**config.mk**
```make
export PLATFORM = sky130hd
export DESIGN_NAME = scm_clock_mode_select
export DESIGN_NICKNAME = d
export VERILOG_FILES = /design/src/pkg/scm_pkg.sv /design/src/rtl/scm_rate_divider.sv /design/src/rtl/scm_div16.sv /design/src/rtl/scm_clock_mode_select.sv
export SDC_FILE = /design/constraint.sdc
export NUM_CORES = 1
export LEC_CHECK = 0
export BUFFER_PORTS_ARGS = -buffer_cell sky130_fd_sc_hd__buf_4
export CORE_MARGIN = 8
export CORE_UTILIZATION = 55
export CTS_CLUSTER_DIAMETER = 100
export DETAILED_ROUTE_END_ITERATION = 12
export HOLD_SLACK_MARGIN = 0.12
export PLACE_DENSITY = 0.79
export SKIP_CTS_REPAIR_TIMING = 1
export SYNTH_ARGS = -nofsm -noshare
export SYNTH_HDL_FRONTEND = slang
export SYNTH_SLANG_ARGS = --single-unit
```
**constraint.sdc**
```tcl
create_clock -name clock_in -period 4.2 [get_ports clock_in]
set_clock_uncertainty 0.2 [all_clocks]
set_input_delay 0.42 -clock clock_in [delete_from_list [all_inputs] [get_ports clock_in]]
set_output_delay 0.42 -clock clock_in [all_outputs]
set_load 0.005 [all_outputs]
```
**src/pkg/scm_pkg.sv**
```systemverilog
// What this block does
// RQ1: Mode from three-bit field plus select bit
// RQ2: Mode 0 receive pin; transmit pin or divider
// RQ3: Mode 0b drives divider clock on pin
// RQ4: Mode 1 clocks both directions from receive pin
// RQ5: Mode 1 strobes gate each bit
// RQ6: Mode 1 transparent: one strobe moves byte
// RQ7: Mode 2 divider from receive pin feeds recovery
// RQ8: Mode 2 transmit: pin or divider over 16
// RQ9: Mode 3a recovery clocks both directions
// RQ10: Mode 3b divider clocks both directions directly
// RQ11: Mode 4 gates suppress inactive bit periods
// RQ12: Mode 5 sync inputs; 5a slot output
// RQ13: Mode 6b transmit is oscillator divider over 16
// RQ14: Mode 6 receive is recovery output
// RQ15: Output enable drives effective transmit clock out
// RQ16: Software powers oscillator for 0b, 6, 7
// RQ17: Oscillator shared; divider and recovery per channel
// RQ18: Crystal input accepts external clock
// RQ19: Modes 7a/7b like 3a/3b from crystal
// RQ20: Mode 5a pin low during transmit slot
// RQ21: Transmit pin input unless output defined and enabled
// RQ22: Select bit ignored in modes 1 and 4
package scm_pkg;

  localparam int unsigned REC_DIV      = 16;
  localparam int unsigned BYTE_BITS    = 8;
  localparam int unsigned RATIO_W      = 16;

  // Register byte offsets
  localparam logic [3:0] OFS_CONFIG    = 4'h0;
  localparam logic [3:0] OFS_GLOBAL    = 4'h4;
  localparam logic [3:0] OFS_RATIO     = 4'h8;
  localparam logic [3:0] OFS_STATUS    = 4'hC;

  // Field positions in channel_config_low_reg
  localparam int unsigned FLD_MODE_LSB = 0;
  localparam int unsigned FLD_SEL      = 3;
  localparam int unsigned FLD_OUT_EN   = 4;
  localparam int unsigned FLD_XPAR     = 5;
  // Field position in global_setup_reg
  localparam int unsigned FLD_OSC_PD   = 0;

  // Reset values
  localparam logic [2:0]         RST_MODE  = 3'h0;
  localparam logic               RST_OSCILLATOR_POWERDOWN_BIT = 1'b1;
  localparam logic [RATIO_W-1:0] RST_RATIO = 16'h0000;

  // Combined mode code {mode field, select bit}
  typedef enum logic [3:0] {
    MODE_0A = 4'b0000, MODE_0B = 4'b0001,
    MODE_1A = 4'b0010, MODE_1B = 4'b0011,
    MODE_2A = 4'b0100, MODE_2B = 4'b0101,
    MODE_3A = 4'b0110, MODE_3B = 4'b0111,
    MODE_4A = 4'b1000, MODE_4B = 4'b1001,
    MODE_5A = 4'b1010, MODE_5B = 4'b1011,
    MODE_6A = 4'b1100, MODE_6B = 4'b1101,
    MODE_7A = 4'b1110, MODE_7B = 4'b1111
  } scm_mode_t;

  // Channel configuration bundle
  typedef struct packed {
    logic       xpar;
    logic       tx_pin_out_en;
    logic       sel;
    logic [2:0] clock_mode_field;
  } scm_cfg_t;

  // A derived clock: its level and a one-cycle rising-edge tick
  typedef struct packed {
    logic level;
    logic tick;
  } scm_clk_t;

endpackage

```
**src/rtl/scm_rate_divider.sv**
```systemverilog
`timescale 1ns/1ns
// Programmable divider: output toggles every (ratio+1) source ticks
module scm_rate_divider
  import scm_pkg::*;
#(
  parameter int unsigned W = RATIO_W
) (
  input  wire logic         clock_in,
  input  wire logic         reset_n_in,
  input  wire logic         clk_en_in,
  input  wire logic         src_tick_in,
  input  wire logic [W-1:0] ratio_in,
  output scm_clk_t          clk_out
);

  logic [W-1:0] count;
  logic         level;

  // Count source ticks, toggle the output at the terminal count
  always_ff @(posedge clock_in or negedge reset_n_in) begin
    if (!reset_n_in) begin
      count <= '0;
      level <= 1'b0;
    end else if (clk_en_in && src_tick_in) begin
      if (count >= ratio_in) begin
        count <= '0;
        level <= ~level;
      end else begin
        count <= count + 1'b1;
      end
    end
  end

  // Tick marks the rising edge of the output
  assign clk_out.level = level;
  assign clk_out.tick  = clk_en_in && src_tick_in && (count >= ratio_in) && !level;

endmodule // scm_rate_divider

```
**src/rtl/scm_div16.sv**
```systemverilog
`timescale 1ns/1ns
// Divide-by-16 with optional phase realignment on data edges
module scm_div16
  import scm_pkg::*;
(
  input  wire logic clock_in,
  input  wire logic reset_n_in,
  input  wire logic clk_en_in,
  input  wire logic ref_tick_in,
  input  wire logic resync_in,
  output scm_clk_t  clk_out
);

  localparam int unsigned CW = $clog2(REC_DIV);
  localparam logic [CW-1:0] MID = CW'(REC_DIV / 2);

  logic [CW-1:0] phase;

  // Phase counter; a data edge pulls the phase to mid-cell
  always_ff @(posedge clock_in or negedge reset_n_in) begin
    if (!reset_n_in) begin
      phase <= '0;
    end else if (clk_en_in) begin
      if (resync_in) begin
        phase <= MID;
      end else if (ref_tick_in) begin
        phase <= phase + 1'b1;
      end
    end
  end

  assign clk_out.level = phase[CW-1];
  assign clk_out.tick  = clk_en_in && ref_tick_in && !resync_in && (phase == (MID - 1'b1));

endmodule // scm_div16

```
**src/rtl/scm_clock_mode_select.sv**
```systemverilog
`timescale 1ns/1ns
// Per-channel clock source selection with Avalon-MM register access
module scm_clock_mode_select
  import scm_pkg::*;
(
  input  wire logic        clock_in,
  input  wire logic        reset_n_in,
  input  wire logic        clk_en_in,
  // Avalon-MM slave
  input  wire logic [3:0]  avs_address,
  input  wire logic        avs_read,
  input  wire logic        avs_write,
  input  wire logic [31:0] avs_writedata,
  input  wire logic [3:0]  avs_byteenable,
  output logic      [31:0] avs_readdata,
  output logic             avs_waitrequest,
  // Serial pins
  input  wire logic        rx_clock_pin_in,
  input  wire logic        tx_clock_pin_in,
  output logic             tx_clock_pin_out,
  output logic             tx_clock_pin_oe_out,
  input  wire logic        crystal_in_pin_in,
  output logic             crystal_out_pin_out,
  input  wire logic        carrier_detect_pin_in,
  input  wire logic        rx_gate_pin_in,
  input  wire logic        tx_gate_pin_in,
  input  wire logic        frame_sync_pin_in,
  input  wire logic        tx_octet_sync_pin_in,
  input  wire logic        rx_octet_sync_pin_in,
  input  wire logic        rx_data_pin_in,
  // Slot assigner windows, same clock domain
  input  wire logic        rx_slot_active_in,
  input  wire logic        tx_slot_active_in,
  // Protocol side
  output logic             rx_bit_en_out,
  output logic             tx_bit_en_out,
  output logic             rx_sync_out,
  output logic             tx_sync_out,
  output logic             carrier_detect_out
);

  localparam int unsigned NPIN = 10;
  localparam int unsigned BCW  = $clog2(BYTE_BITS);

  // Pin synchronisers: two flops before any logic
  logic [NPIN-1:0] pin_raw;
  logic [NPIN-1:0] pin_meta;
  logic [NPIN-1:0] pin_sync;
  logic [NPIN-1:0] pin_last;

  assign pin_raw = {rx_data_pin_in, rx_octet_sync_pin_in, tx_octet_sync_pin_in,
                    frame_sync_pin_in, tx_gate_pin_in, rx_gate_pin_in,
                    carrier_detect_pin_in, crystal_in_pin_in, tx_clock_pin_in,
                    rx_clock_pin_in};

  genvar gi;
  generate
    for (gi = 0; gi < NPIN; gi++) begin : g_sync
      always_ff @(posedge clock_in or negedge reset_n_in) begin
        if (!reset_n_in) begin
          pin_meta[gi] <= 1'b0;
          pin_sync[gi] <= 1'b0;
          pin_last[gi] <= 1'b0;
        end else if (clk_en_in) begin
          pin_meta[gi] <= pin_raw[gi];
          pin_sync[gi] <= pin_meta[gi];
          pin_last[gi] <= pin_sync[gi];
        end
      end
    end
  endgenerate

  logic [NPIN-1:0] pin_rise;
  assign pin_rise = pin_sync & ~pin_last & {NPIN{clk_en_in}};

  // Registers
  scm_cfg_t            channel_config_low_reg;
  logic                oscillator_powerdown_bit;
  logic [RATIO_W-1:0]  divider_ratio;
  logic                bus_ack;
  scm_mode_t           mode;

  assign mode = scm_mode_t'({channel_config_low_reg.clock_mode_field,
                             channel_config_low_reg.sel});  // [RQ1]

  // Bus handshake: one wait cycle, request taken on the second edge
  always_ff @(posedge clock_in or negedge reset_n_in) begin
    if (!reset_n_in) begin
      bus_ack <= 1'b0;
    end else if (clk_en_in) begin
      bus_ack <= (avs_read || avs_write) && !bus_ack;
    end
  end

  assign avs_waitrequest = (avs_read || avs_write) && !(bus_ack && clk_en_in);

  logic bus_wr;
  logic bus_rd;
  assign bus_wr = avs_write && bus_ack && clk_en_in;
  assign bus_rd = avs_read && !bus_ack && clk_en_in;

  // Configuration register writes
  always_ff @(posedge clock_in or negedge reset_n_in) begin
    if (!reset_n_in) begin
      channel_config_low_reg   <= '{xpar: 1'b0, tx_pin_out_en: 1'b0, sel: 1'b0,
                                    clock_mode_field: RST_MODE};
      oscillator_powerdown_bit <= RST_OSCILLATOR_POWERDOWN_BIT;
      divider_ratio            <= RST_RATIO;
    end else if (bus_wr) begin
      if (avs_address == OFS_CONFIG && avs_byteenable[0]) begin
        channel_config_low_reg.clock_mode_field <= avs_writedata[FLD_MODE_LSB +: 3];
        channel_config_low_reg.sel              <= avs_writedata[FLD_SEL];
        channel_config_low_reg.tx_pin_out_en    <= avs_writedata[FLD_OUT_EN];
        channel_config_low_reg.xpar             <= avs_writedata[FLD_XPAR];
      end
      if (avs_address == OFS_GLOBAL && avs_byteenable[0]) begin
        oscillator_powerdown_bit <= avs_writedata[FLD_OSC_PD];  // [RQ16]
      end
      if (avs_address == OFS_RATIO) begin
        if (avs_byteenable[0]) begin
          divider_ratio[7:0] <= avs_writedata[7:0];
        end
        if (avs_byteenable[1]) begin
          divider_ratio[15:8] <= avs_writedata[15:8];
        end
      end
    end
  end

  // Oscillator: crystal pin edges, external clock or crystal alike
  logic osc_tick;
  assign osc_tick = pin_rise[2] && !oscillator_powerdown_bit;  // [RQ18]

  always_ff @(posedge clock_in or negedge reset_n_in) begin
    if (!reset_n_in) begin
      crystal_out_pin_out <= 1'b0;
    end else if (clk_en_in) begin
      crystal_out_pin_out <= !oscillator_powerdown_bit && !pin_sync[2];
    end
  end

  // Divider source per mode
  logic brg_src_tick;
  always_comb begin
    case (mode)
      MODE_0B, MODE_6A, MODE_6B,
      MODE_7A, MODE_7B: brg_src_tick = osc_tick;     // [RQ2] [RQ13] [RQ19]
      MODE_2A, MODE_2B,
      MODE_3A, MODE_3B: brg_src_tick = pin_rise[0];  // [RQ7] [RQ9] [RQ10]
      default:          brg_src_tick = 1'b0;
    endcase
  end

  // Own divider and recovery per channel; oscillator may be shared
  scm_clk_t brg_clk;
  scm_clk_t clock_recovery_loop_clk;
  scm_clk_t brg16_clk;
  logic     rx_data_edge;

  assign rx_data_edge = pin_sync[9] ^ pin_last[9];

  scm_rate_divider #(.W(RATIO_W)) u_rate_divider (  // [RQ17]
    .clock_in    (clock_in),
    .reset_n_in  (reset_n_in),
    .clk_en_in   (clk_en_in),
    .src_tick_in (brg_src_tick),
    .ratio_in    (divider_ratio),
    .clk_out     (brg_clk)
  );

  // Recovery loop: divider output at 16 times bit rate
  scm_div16 u_clock_recovery_loop (  // [RQ7] [RQ14]
    .clock_in    (clock_in),
    .reset_n_in  (reset_n_in),
    .clk_en_in   (clk_en_in),
    .ref_tick_in (brg_clk.tick),
    .resync_in   (rx_data_edge && clk_en_in),
    .clk_out     (clock_recovery_loop_clk)
  );

  // Plain divide by 16 for transmit in 2b and 6b
  scm_div16 u_tx_div16 (  // [RQ8] [RQ13]
    .clock_in    (clock_in),
    .reset_n_in  (reset_n_in),
    .clk_en_in   (clk_en_in),
    .ref_tick_in (brg_clk.tick),
    .resync_in   (1'b0),
    .clk_out     (brg16_clk)
  );

  scm_clk_t rxp_clk;
  scm_clk_t txp_clk;
  assign rxp_clk = '{level: pin_sync[0], tick: pin_rise[0]};
  assign txp_clk = '{level: pin_sync[1], tick: pin_rise[1]};

  // Receive and transmit domain clock selection
  scm_clk_t rx_domain_clock;
  scm_clk_t tx_domain_clock;
  always_comb begin
    case (mode)
      MODE_0A, MODE_0B,
      MODE_1A, MODE_1B,
      MODE_4A, MODE_4B,
      MODE_5A, MODE_5B: rx_domain_clock = rxp_clk;  // [RQ2] [RQ4] [RQ22]
      MODE_3B, MODE_7B: rx_domain_clock = brg_clk;  // [RQ10] [RQ19]
      default:          rx_domain_clock = clock_recovery_loop_clk; // [RQ7] [RQ9] [RQ14]
    endcase
    case (mode)
      MODE_1A, MODE_1B,
      MODE_5A:          tx_domain_clock = rxp_clk;    // [RQ4] [RQ22]
      MODE_0B, MODE_3B,
      MODE_7B:          tx_domain_clock = brg_clk;    // [RQ2] [RQ10] [RQ19]
      MODE_2B, MODE_6B: tx_domain_clock = brg16_clk;  // [RQ8] [RQ13]
      MODE_3A, MODE_7A: tx_domain_clock = clock_recovery_loop_clk;   // [RQ9] [RQ19]
      default:          tx_domain_clock = txp_clk;    // [RQ2] [RQ8] [RQ11]
    endcase
  end

  // Strobes, gates and slot windows per direction
  logic rx_allow;
  logic tx_allow;
  always_comb begin
    case (mode)
      MODE_1A, MODE_1B: begin
        rx_allow = pin_sync[3];  // [RQ5]
        tx_allow = pin_sync[1];  // [RQ5]
      end
      MODE_4A, MODE_4B: begin
        rx_allow = pin_sync[4];  // [RQ11]
        tx_allow = pin_sync[5];  // [RQ11]
      end
      MODE_5A, MODE_5B: begin
        rx_allow = rx_slot_active_in;  // [RQ12]
        tx_allow = tx_slot_active_in;  // [RQ12]
      end
      default: begin
        rx_allow = 1'b1;
        tx_allow = 1'b1;
      end
    endcase
  end

  // Byte runs in transparent mode 1: one strobe moves eight bits
  logic [BCW-1:0] rx_byte_cnt;
  logic [BCW-1:0] tx_byte_cnt;
  logic           rx_in_byte;
  logic           tx_in_byte;
  logic           byte_mode;
  logic           rx_go;
  logic           tx_go;

  assign byte_mode = channel_config_low_reg.xpar &&
                     (mode == MODE_1A || mode == MODE_1B);
  assign rx_go = rx_domain_clock.tick && (byte_mode ? (rx_in_byte || rx_allow) : rx_allow);
  assign tx_go = tx_domain_clock.tick && (byte_mode ? (tx_in_byte || tx_allow) : tx_allow);

  always_ff @(posedge clock_in or negedge reset_n_in) begin
    if (!reset_n_in) begin
      rx_byte_cnt <= '0;
      rx_in_byte  <= 1'b0;
    end else if (clk_en_in) begin
      if (!byte_mode) begin
        rx_in_byte  <= 1'b0;
        rx_byte_cnt <= '0;
      end else if (rx_go) begin
        rx_byte_cnt <= rx_byte_cnt + 1'b1;                        // [RQ6]
        rx_in_byte  <= (rx_byte_cnt != BCW'(BYTE_BITS - 1));      // [RQ6]
      end
    end
  end

  always_ff @(posedge clock_in or negedge reset_n_in) begin
    if (!reset_n_in) begin
      tx_byte_cnt <= '0;
      tx_in_byte  <= 1'b0;
    end else if (clk_en_in) begin
      if (!byte_mode) begin
        tx_in_byte  <= 1'b0;
        tx_byte_cnt <= '0;
      end else if (tx_go) begin
        tx_byte_cnt <= tx_byte_cnt + 1'b1;                        // [RQ6]
        tx_in_byte  <= (tx_byte_cnt != BCW'(BYTE_BITS - 1));      // [RQ6]
      end
    end
  end

  // Registered protocol-side outputs
  always_ff @(posedge clock_in or negedge reset_n_in) begin
    if (!reset_n_in) begin
      rx_bit_en_out      <= 1'b0;
      tx_bit_en_out      <= 1'b0;
      rx_sync_out        <= 1'b0;
      tx_sync_out        <= 1'b0;
      carrier_detect_out <= 1'b0;
    end else if (clk_en_in) begin
      rx_bit_en_out <= rx_go;  // [RQ5] [RQ11]
      tx_bit_en_out <= tx_go;  // [RQ5] [RQ11]
      rx_sync_out   <= (mode == MODE_5A) ? pin_rise[6] :
                       (mode == MODE_5B) ? pin_rise[8] : 1'b0;  // [RQ12]
      tx_sync_out   <= (mode == MODE_5A) ? pin_rise[6] :
                       (mode == MODE_5B) ? pin_rise[7] : 1'b0;      // [RQ12]
      carrier_detect_out <= (mode == MODE_1A || mode == MODE_1B ||
                             mode == MODE_4A || mode == MODE_4B ||
                             mode == MODE_5A || mode == MODE_5B) ? 1'b0 : pin_sync[3];
    end
  end

  // Transmit clock pin: output only where a mode defines one
  logic pin_defined;
  logic pin_level;
  always_comb begin
    pin_defined = 1'b1;
    case (mode)
      MODE_0B, MODE_2B, MODE_3A, MODE_3B,
      MODE_6B, MODE_7A, MODE_7B: pin_level = tx_domain_clock.level;  // [RQ3] [RQ8] [RQ15]
      MODE_5A:                   pin_level = !tx_slot_active_in;     // [RQ20]
      default: begin
        pin_level   = 1'b0;
        pin_defined = 1'b0;                                          // [RQ21]
      end
    endcase
  end

  always_ff @(posedge clock_in or negedge reset_n_in) begin
    if (!reset_n_in) begin
      tx_clock_pin_out    <= 1'b0;
      tx_clock_pin_oe_out <= 1'b0;
    end else if (clk_en_in) begin
      tx_clock_pin_oe_out <= pin_defined && channel_config_low_reg.tx_pin_out_en;  // [RQ21]
      tx_clock_pin_out    <= pin_level;                                          // [RQ15]
    end
  end

  // Read data loaded one edge early, standing at the accepting edge
  always_ff @(posedge clock_in or negedge reset_n_in) begin
    if (!reset_n_in) begin
      avs_readdata <= 32'h0000_0000;
    end else if (bus_rd) begin
      case (avs_address)
        OFS_CONFIG: avs_readdata <= {26'h000_0000, channel_config_low_reg};
        OFS_GLOBAL: avs_readdata <= {31'h0000_0000, oscillator_powerdown_bit};
        OFS_RATIO:  avs_readdata <= {16'h0000, divider_ratio};
        OFS_STATUS: avs_readdata <= {27'h000_0000, tx_clock_pin_oe_out,
                                     !oscillator_powerdown_bit,
                                     tx_domain_clock.level, rx_domain_clock.level,
                                     byte_mode};
        default:    avs_readdata <= 32'h0000_0000;
      endcase
    end
  end

endmodule // scm_clock_mode_select

```
==> summary.txt <==
Run status
  – Status: finished clean

Critical path
  – Crit Reg-Reg Endpoint: u_tx_div16.phase[1]
  – Crit path max fanout: 19
  – Depth of the worst register-to-register path: 5
  – Endpoint required time on the critical path: 4.26 ns
  – CP endpoint kind: flop
  – Launch point of the worst reg-to-reg path: channel_config_low_reg[0]
  – Worst reg2reg setup slack: 1.52 ns
  – Signal arrival time at the worst endpoint: 2.74 ns
  – Cells along the critical path: or4b_4, a21o_4, and2_4, a211oi_4, mux2_4
  – Slowest stage cell, crit path: sky130_fd_sc_hd__or4b_4
  – Critical setup path kind: reg2reg
  – CP Launch Point: channel_config_low_reg[0]
  – Maximum single-stage delay on the critical path: 0.63 ns
  – Critical Path Start Type: flop

Yosys
  – Flip-flop and latch count after synthesis: 108
  – Async S/R FF share, synth: 1.000
  – Post-synth design cell area: 5639 µm²
  – Area fraction of the dominant cell type after synthesis: 0.4748
  – Most frequent cells after synthesis: sky130_fd_sc_hd__dfrtp_1 (107), sky130_fd_sc_hd__nand2_1 (69), sky130_fd_sc_hd__o21ai_0 (36), sky130_fd_sc_hd__mux2_2 (35), sky130_fd_sc_hd__inv_1 (31)
  – Number of flops mapped to enable cells by yosys: 0
  – Synth area leaders: sky130_fd_sc_hd__dfrtp_1 (47%), sky130_fd_sc_hd__mux2_2 (7.0%), sky130_fd_sc_hd__ha_1 (5.1%), sky130_fd_sc_hd__nand2_1 (4.6%), sky130_fd_sc_hd__o21ai_0 (3.2%)
  – Register area share after synthesis: 0.4795
  – Top cell type by total area after synthesis: sky130_fd_sc_hd__dfrtp_1
  – Most frequently used flop master after synthesis: sky130_fd_sc_hd__dfrtp_1
  – Number of library cell types mapped by synthesis: 60
  – Count of warnings emitted by yosys: 0
  – Post-synthesis area per instance: 10.22 µm²
  – Most common cell in the netlist: sky130_fd_sc_hd__dfrtp_1
  – Synthesized instance count: 552

Routing
  – Drt initial violations: 232
  – Wire length per cell: 16.14 µm
  – Residual DRC: 0
  – Vias per cell: 5.529
  – Drt first pass iters: 5
  – Antenna Nets Post-Route: 0
  – Total wire length after detailed routing: 12450 µm
  – Via count of the routed design: 4263

Floorplan
  – Total I/O pin count: 98
  – Row Count: 37
  – Area of the placeable core: 10140 µm²
  – Die Area: 13750 µm²
  – Horizontal extent of the die: 117.3 µm
  – Starting density of the core: 0.5562
  – Die height: 117.3 µm

Clock tree
  – Cell at the root of the clock tree: sky130_fd_sc_hd__clkbuf_8
  – Clock-pin slew on the worst setup and hold paths: 0.10 ns
  – Clock tree from TritonCTS: built
  – Max Buffers Root-to-Sink: 2
  – H-tree levels: 3
  – Worst skew pair latency: 0.37 ns
  – CTS Buf Count: 9
  – Clock Sinks: 108

Cells and area
  – Multi-input logic area: 2631 µm²
  – Fin cells: 771
  – Registers with the most flip-flops: avs_readdata (16), divider_ratio (16), u_rate_divider.count (16)
  – Footprint of the flip-flops and latches: 2704 µm²
  – Final nets: 710
  – Antenna fix cells: 0
  – Design area: 6610 µm²
  – P&R area growth vs syn: 17.22%
  – Filler cells: 777
  – Ratio of cells with drive above 1 in the final layout: 0.2016

GRT
  – Wire length of the first global-routing pass: 20000 µm
  – Tot GR Track Use: 0.1842
  – Via count of the first global-routing pass: 4154
  – Leftover overflow at the end of global routing: 0
  – Antenna violations before repair: 0
  – Maximum number of pins on one net before global-route repair: 57

Timing
  – Actual slew at the worst max-slew pin: 0.9046 ns
  – Period Utilization, post-route: 0.6376
  – Max Clk Rate: 0.3734 GHz
  – Post-route setup TNS: 0 ns
  – Final Critical Period: 2.678 ns
  – RSZ-0062 raised after global routing: false
  – Worst hold slack: 0.2136 ns
  – Hold Violations, Final: 0
  – Slew HR: 0.3947
  – Slew Viols, Final: 0
  – Setup violators final: 0

Place
  – Cell area after placement: 6140 µm²
  – Cell count after placement: 728
  – Port Buf Inserts: 63
  – Estimated wirelength of the detail-placed design: 8991 µm
  – Final weighted congestion in routability-driven placement: 0.8333

Worst hold path
  – Hold Crit Depth: 3
  – Launch point of the worst hold path: avs_address[3]
  – Sink of the worst hold path: avs_readdata[2]
  – Class of the worst hold path: in2reg

Pwr
  – Worst IR drop on VDD: 0.2708 mV
  – Leak pwr: 3.053 nW
  – Pwr dens: 362.2 nW/µm²

Run
  – Number of maximum-capacitance constraint violations: 0
worst max-delay path by stage:
stage                                     end  slack [ns]
final                     u_tx_div16.phase[1]        1.52
after global routing      u_tx_div16.phase[1]        1.43
after CTS                 u_tx_div16.phase[1]        1.53
after detailed placement  u_tx_div16.phase[1]        1.44
after global placement    u_tx_div16.phase[1]        1.49
after floorplan                 tx_bit_en_out        1.74
area by class of cell:
| cell class | count | share of cell area |
|---|---|---|
| sequential | 108 | 0.4090 |
| multi-input combinational | 384 | 0.3981 |
| timing repair buffer | 96 | 0.1193 |
| tap | 136 | 0.02574 |
| clock buffer | 10 | 0.01931 |
| inverter | 31 | 0.01760 |
| clock inverter | 6 | 0.01098 |
worst max-delay path: cells and delay by family (launching register included):
kind / cells / cell delay, ns
AND/OR/NAND/NOR: 2 / 0.82
AO/OA/AOI/OAI: 2 / 0.61
multiplexers: 1 / 0.33
flip-flops: 1 / 0.60
report_power, final:
| group | switching [mW] | internal, mW | leakage (nW) |
|---|---|---|---|
| combinational | 0.243 | 0.236 | 1.61 |
| clock | 0.353 | 0.281 | 0.0971 |
| sequential | 0.120 | 1.16 | 1.34 |
metal layers:
layer	vias up	track usage	wire length (µm)
li1	2064	-	-
met1	2071	0.2265	5117
met2	114	0.3225	6461
met3	14	0.03232	671
met4	0	0.05546	194
met5	-	0	0
cells by family (layout without fill, tap and decap cells):
group                      Yosys count  after routing  synth area share
other                                1             16         0.0006650
DFF                                108            108            0.4795
AOI/OAI and AO/OA                  119            119            0.1427
and+or+nand+nor                    159            159            0.1385
xor gates and xnor gates            17             17           0.02640
adders and majority gates           23             23           0.05103
buffers and inverters               75            143           0.06390
muxes                               50             50           0.09740
through the flow:
step | setup WS (ns) | utilization | total power, mW
after floorplan | 1.736 | - | 1.573
after global placement | 1.487 | 0.6056 | 1.724
after detailed placement | 1.439 | 0.6056 | 1.752
after CTS | 1.530 | 0.6253 | 2.388
after global routing | 1.429 | 0.6520 | 2.522
final | 1.522 | 0.6520 | 2.394
layout by cell type, fill, tap and decap left out, types with 3 or more instances in the layout:
master / Yosys / routed
sky130_fd_sc_hd__buf_4: 16 / 69
sky130_fd_sc_hd__o311ai_0: 3 / 3
sky130_fd_sc_hd__dlygate4sd3_1: 0 / 27
sky130_fd_sc_hd__a21oi_1: 21 / 21
sky130_fd_sc_hd__o21ai_0: 36 / 36
sky130_fd_sc_hd__mux2i_1: 14 / 14
sky130_fd_sc_hd__nand4_1: 10 / 10
sky130_fd_sc_hd__xor2_1: 4 / 4
sky130_fd_sc_hd__nand2b_1: 13 / 13
sky130_fd_sc_hd__nor2b_1: 5 / 5
sky130_fd_sc_hd__nand2_1: 69 / 69
sky130_fd_sc_hd__xnor2_1: 13 / 13
sky130_fd_sc_hd__inv_1: 31 / 31
sky130_fd_sc_hd__a32oi_1: 3 / 3
sky130_fd_sc_hd__or3_1: 3 / 3
sky130_fd_sc_hd__clkbuf_8: 0 / 9
sky130_fd_sc_hd__o31ai_1: 13 / 13
sky130_fd_sc_hd__ha_1: 23 / 23
sky130_fd_sc_hd__a211oi_1: 10 / 10
sky130_fd_sc_hd__nor2_1: 26 / 26
sky130_fd_sc_hd__nand3_1: 13 / 13
sky130_fd_sc_hd__clkinv_4: 0 / 3
sky130_fd_sc_hd__dfrtp_1: 107 / 107
sky130_fd_sc_hd__mux2_2: 35 / 35
sky130_fd_sc_hd__a22o_1: 5 / 5
sky130_fd_sc_hd__conb_1: 1 / 16
No activity file was read; power rests on OpenSTA's default activity.
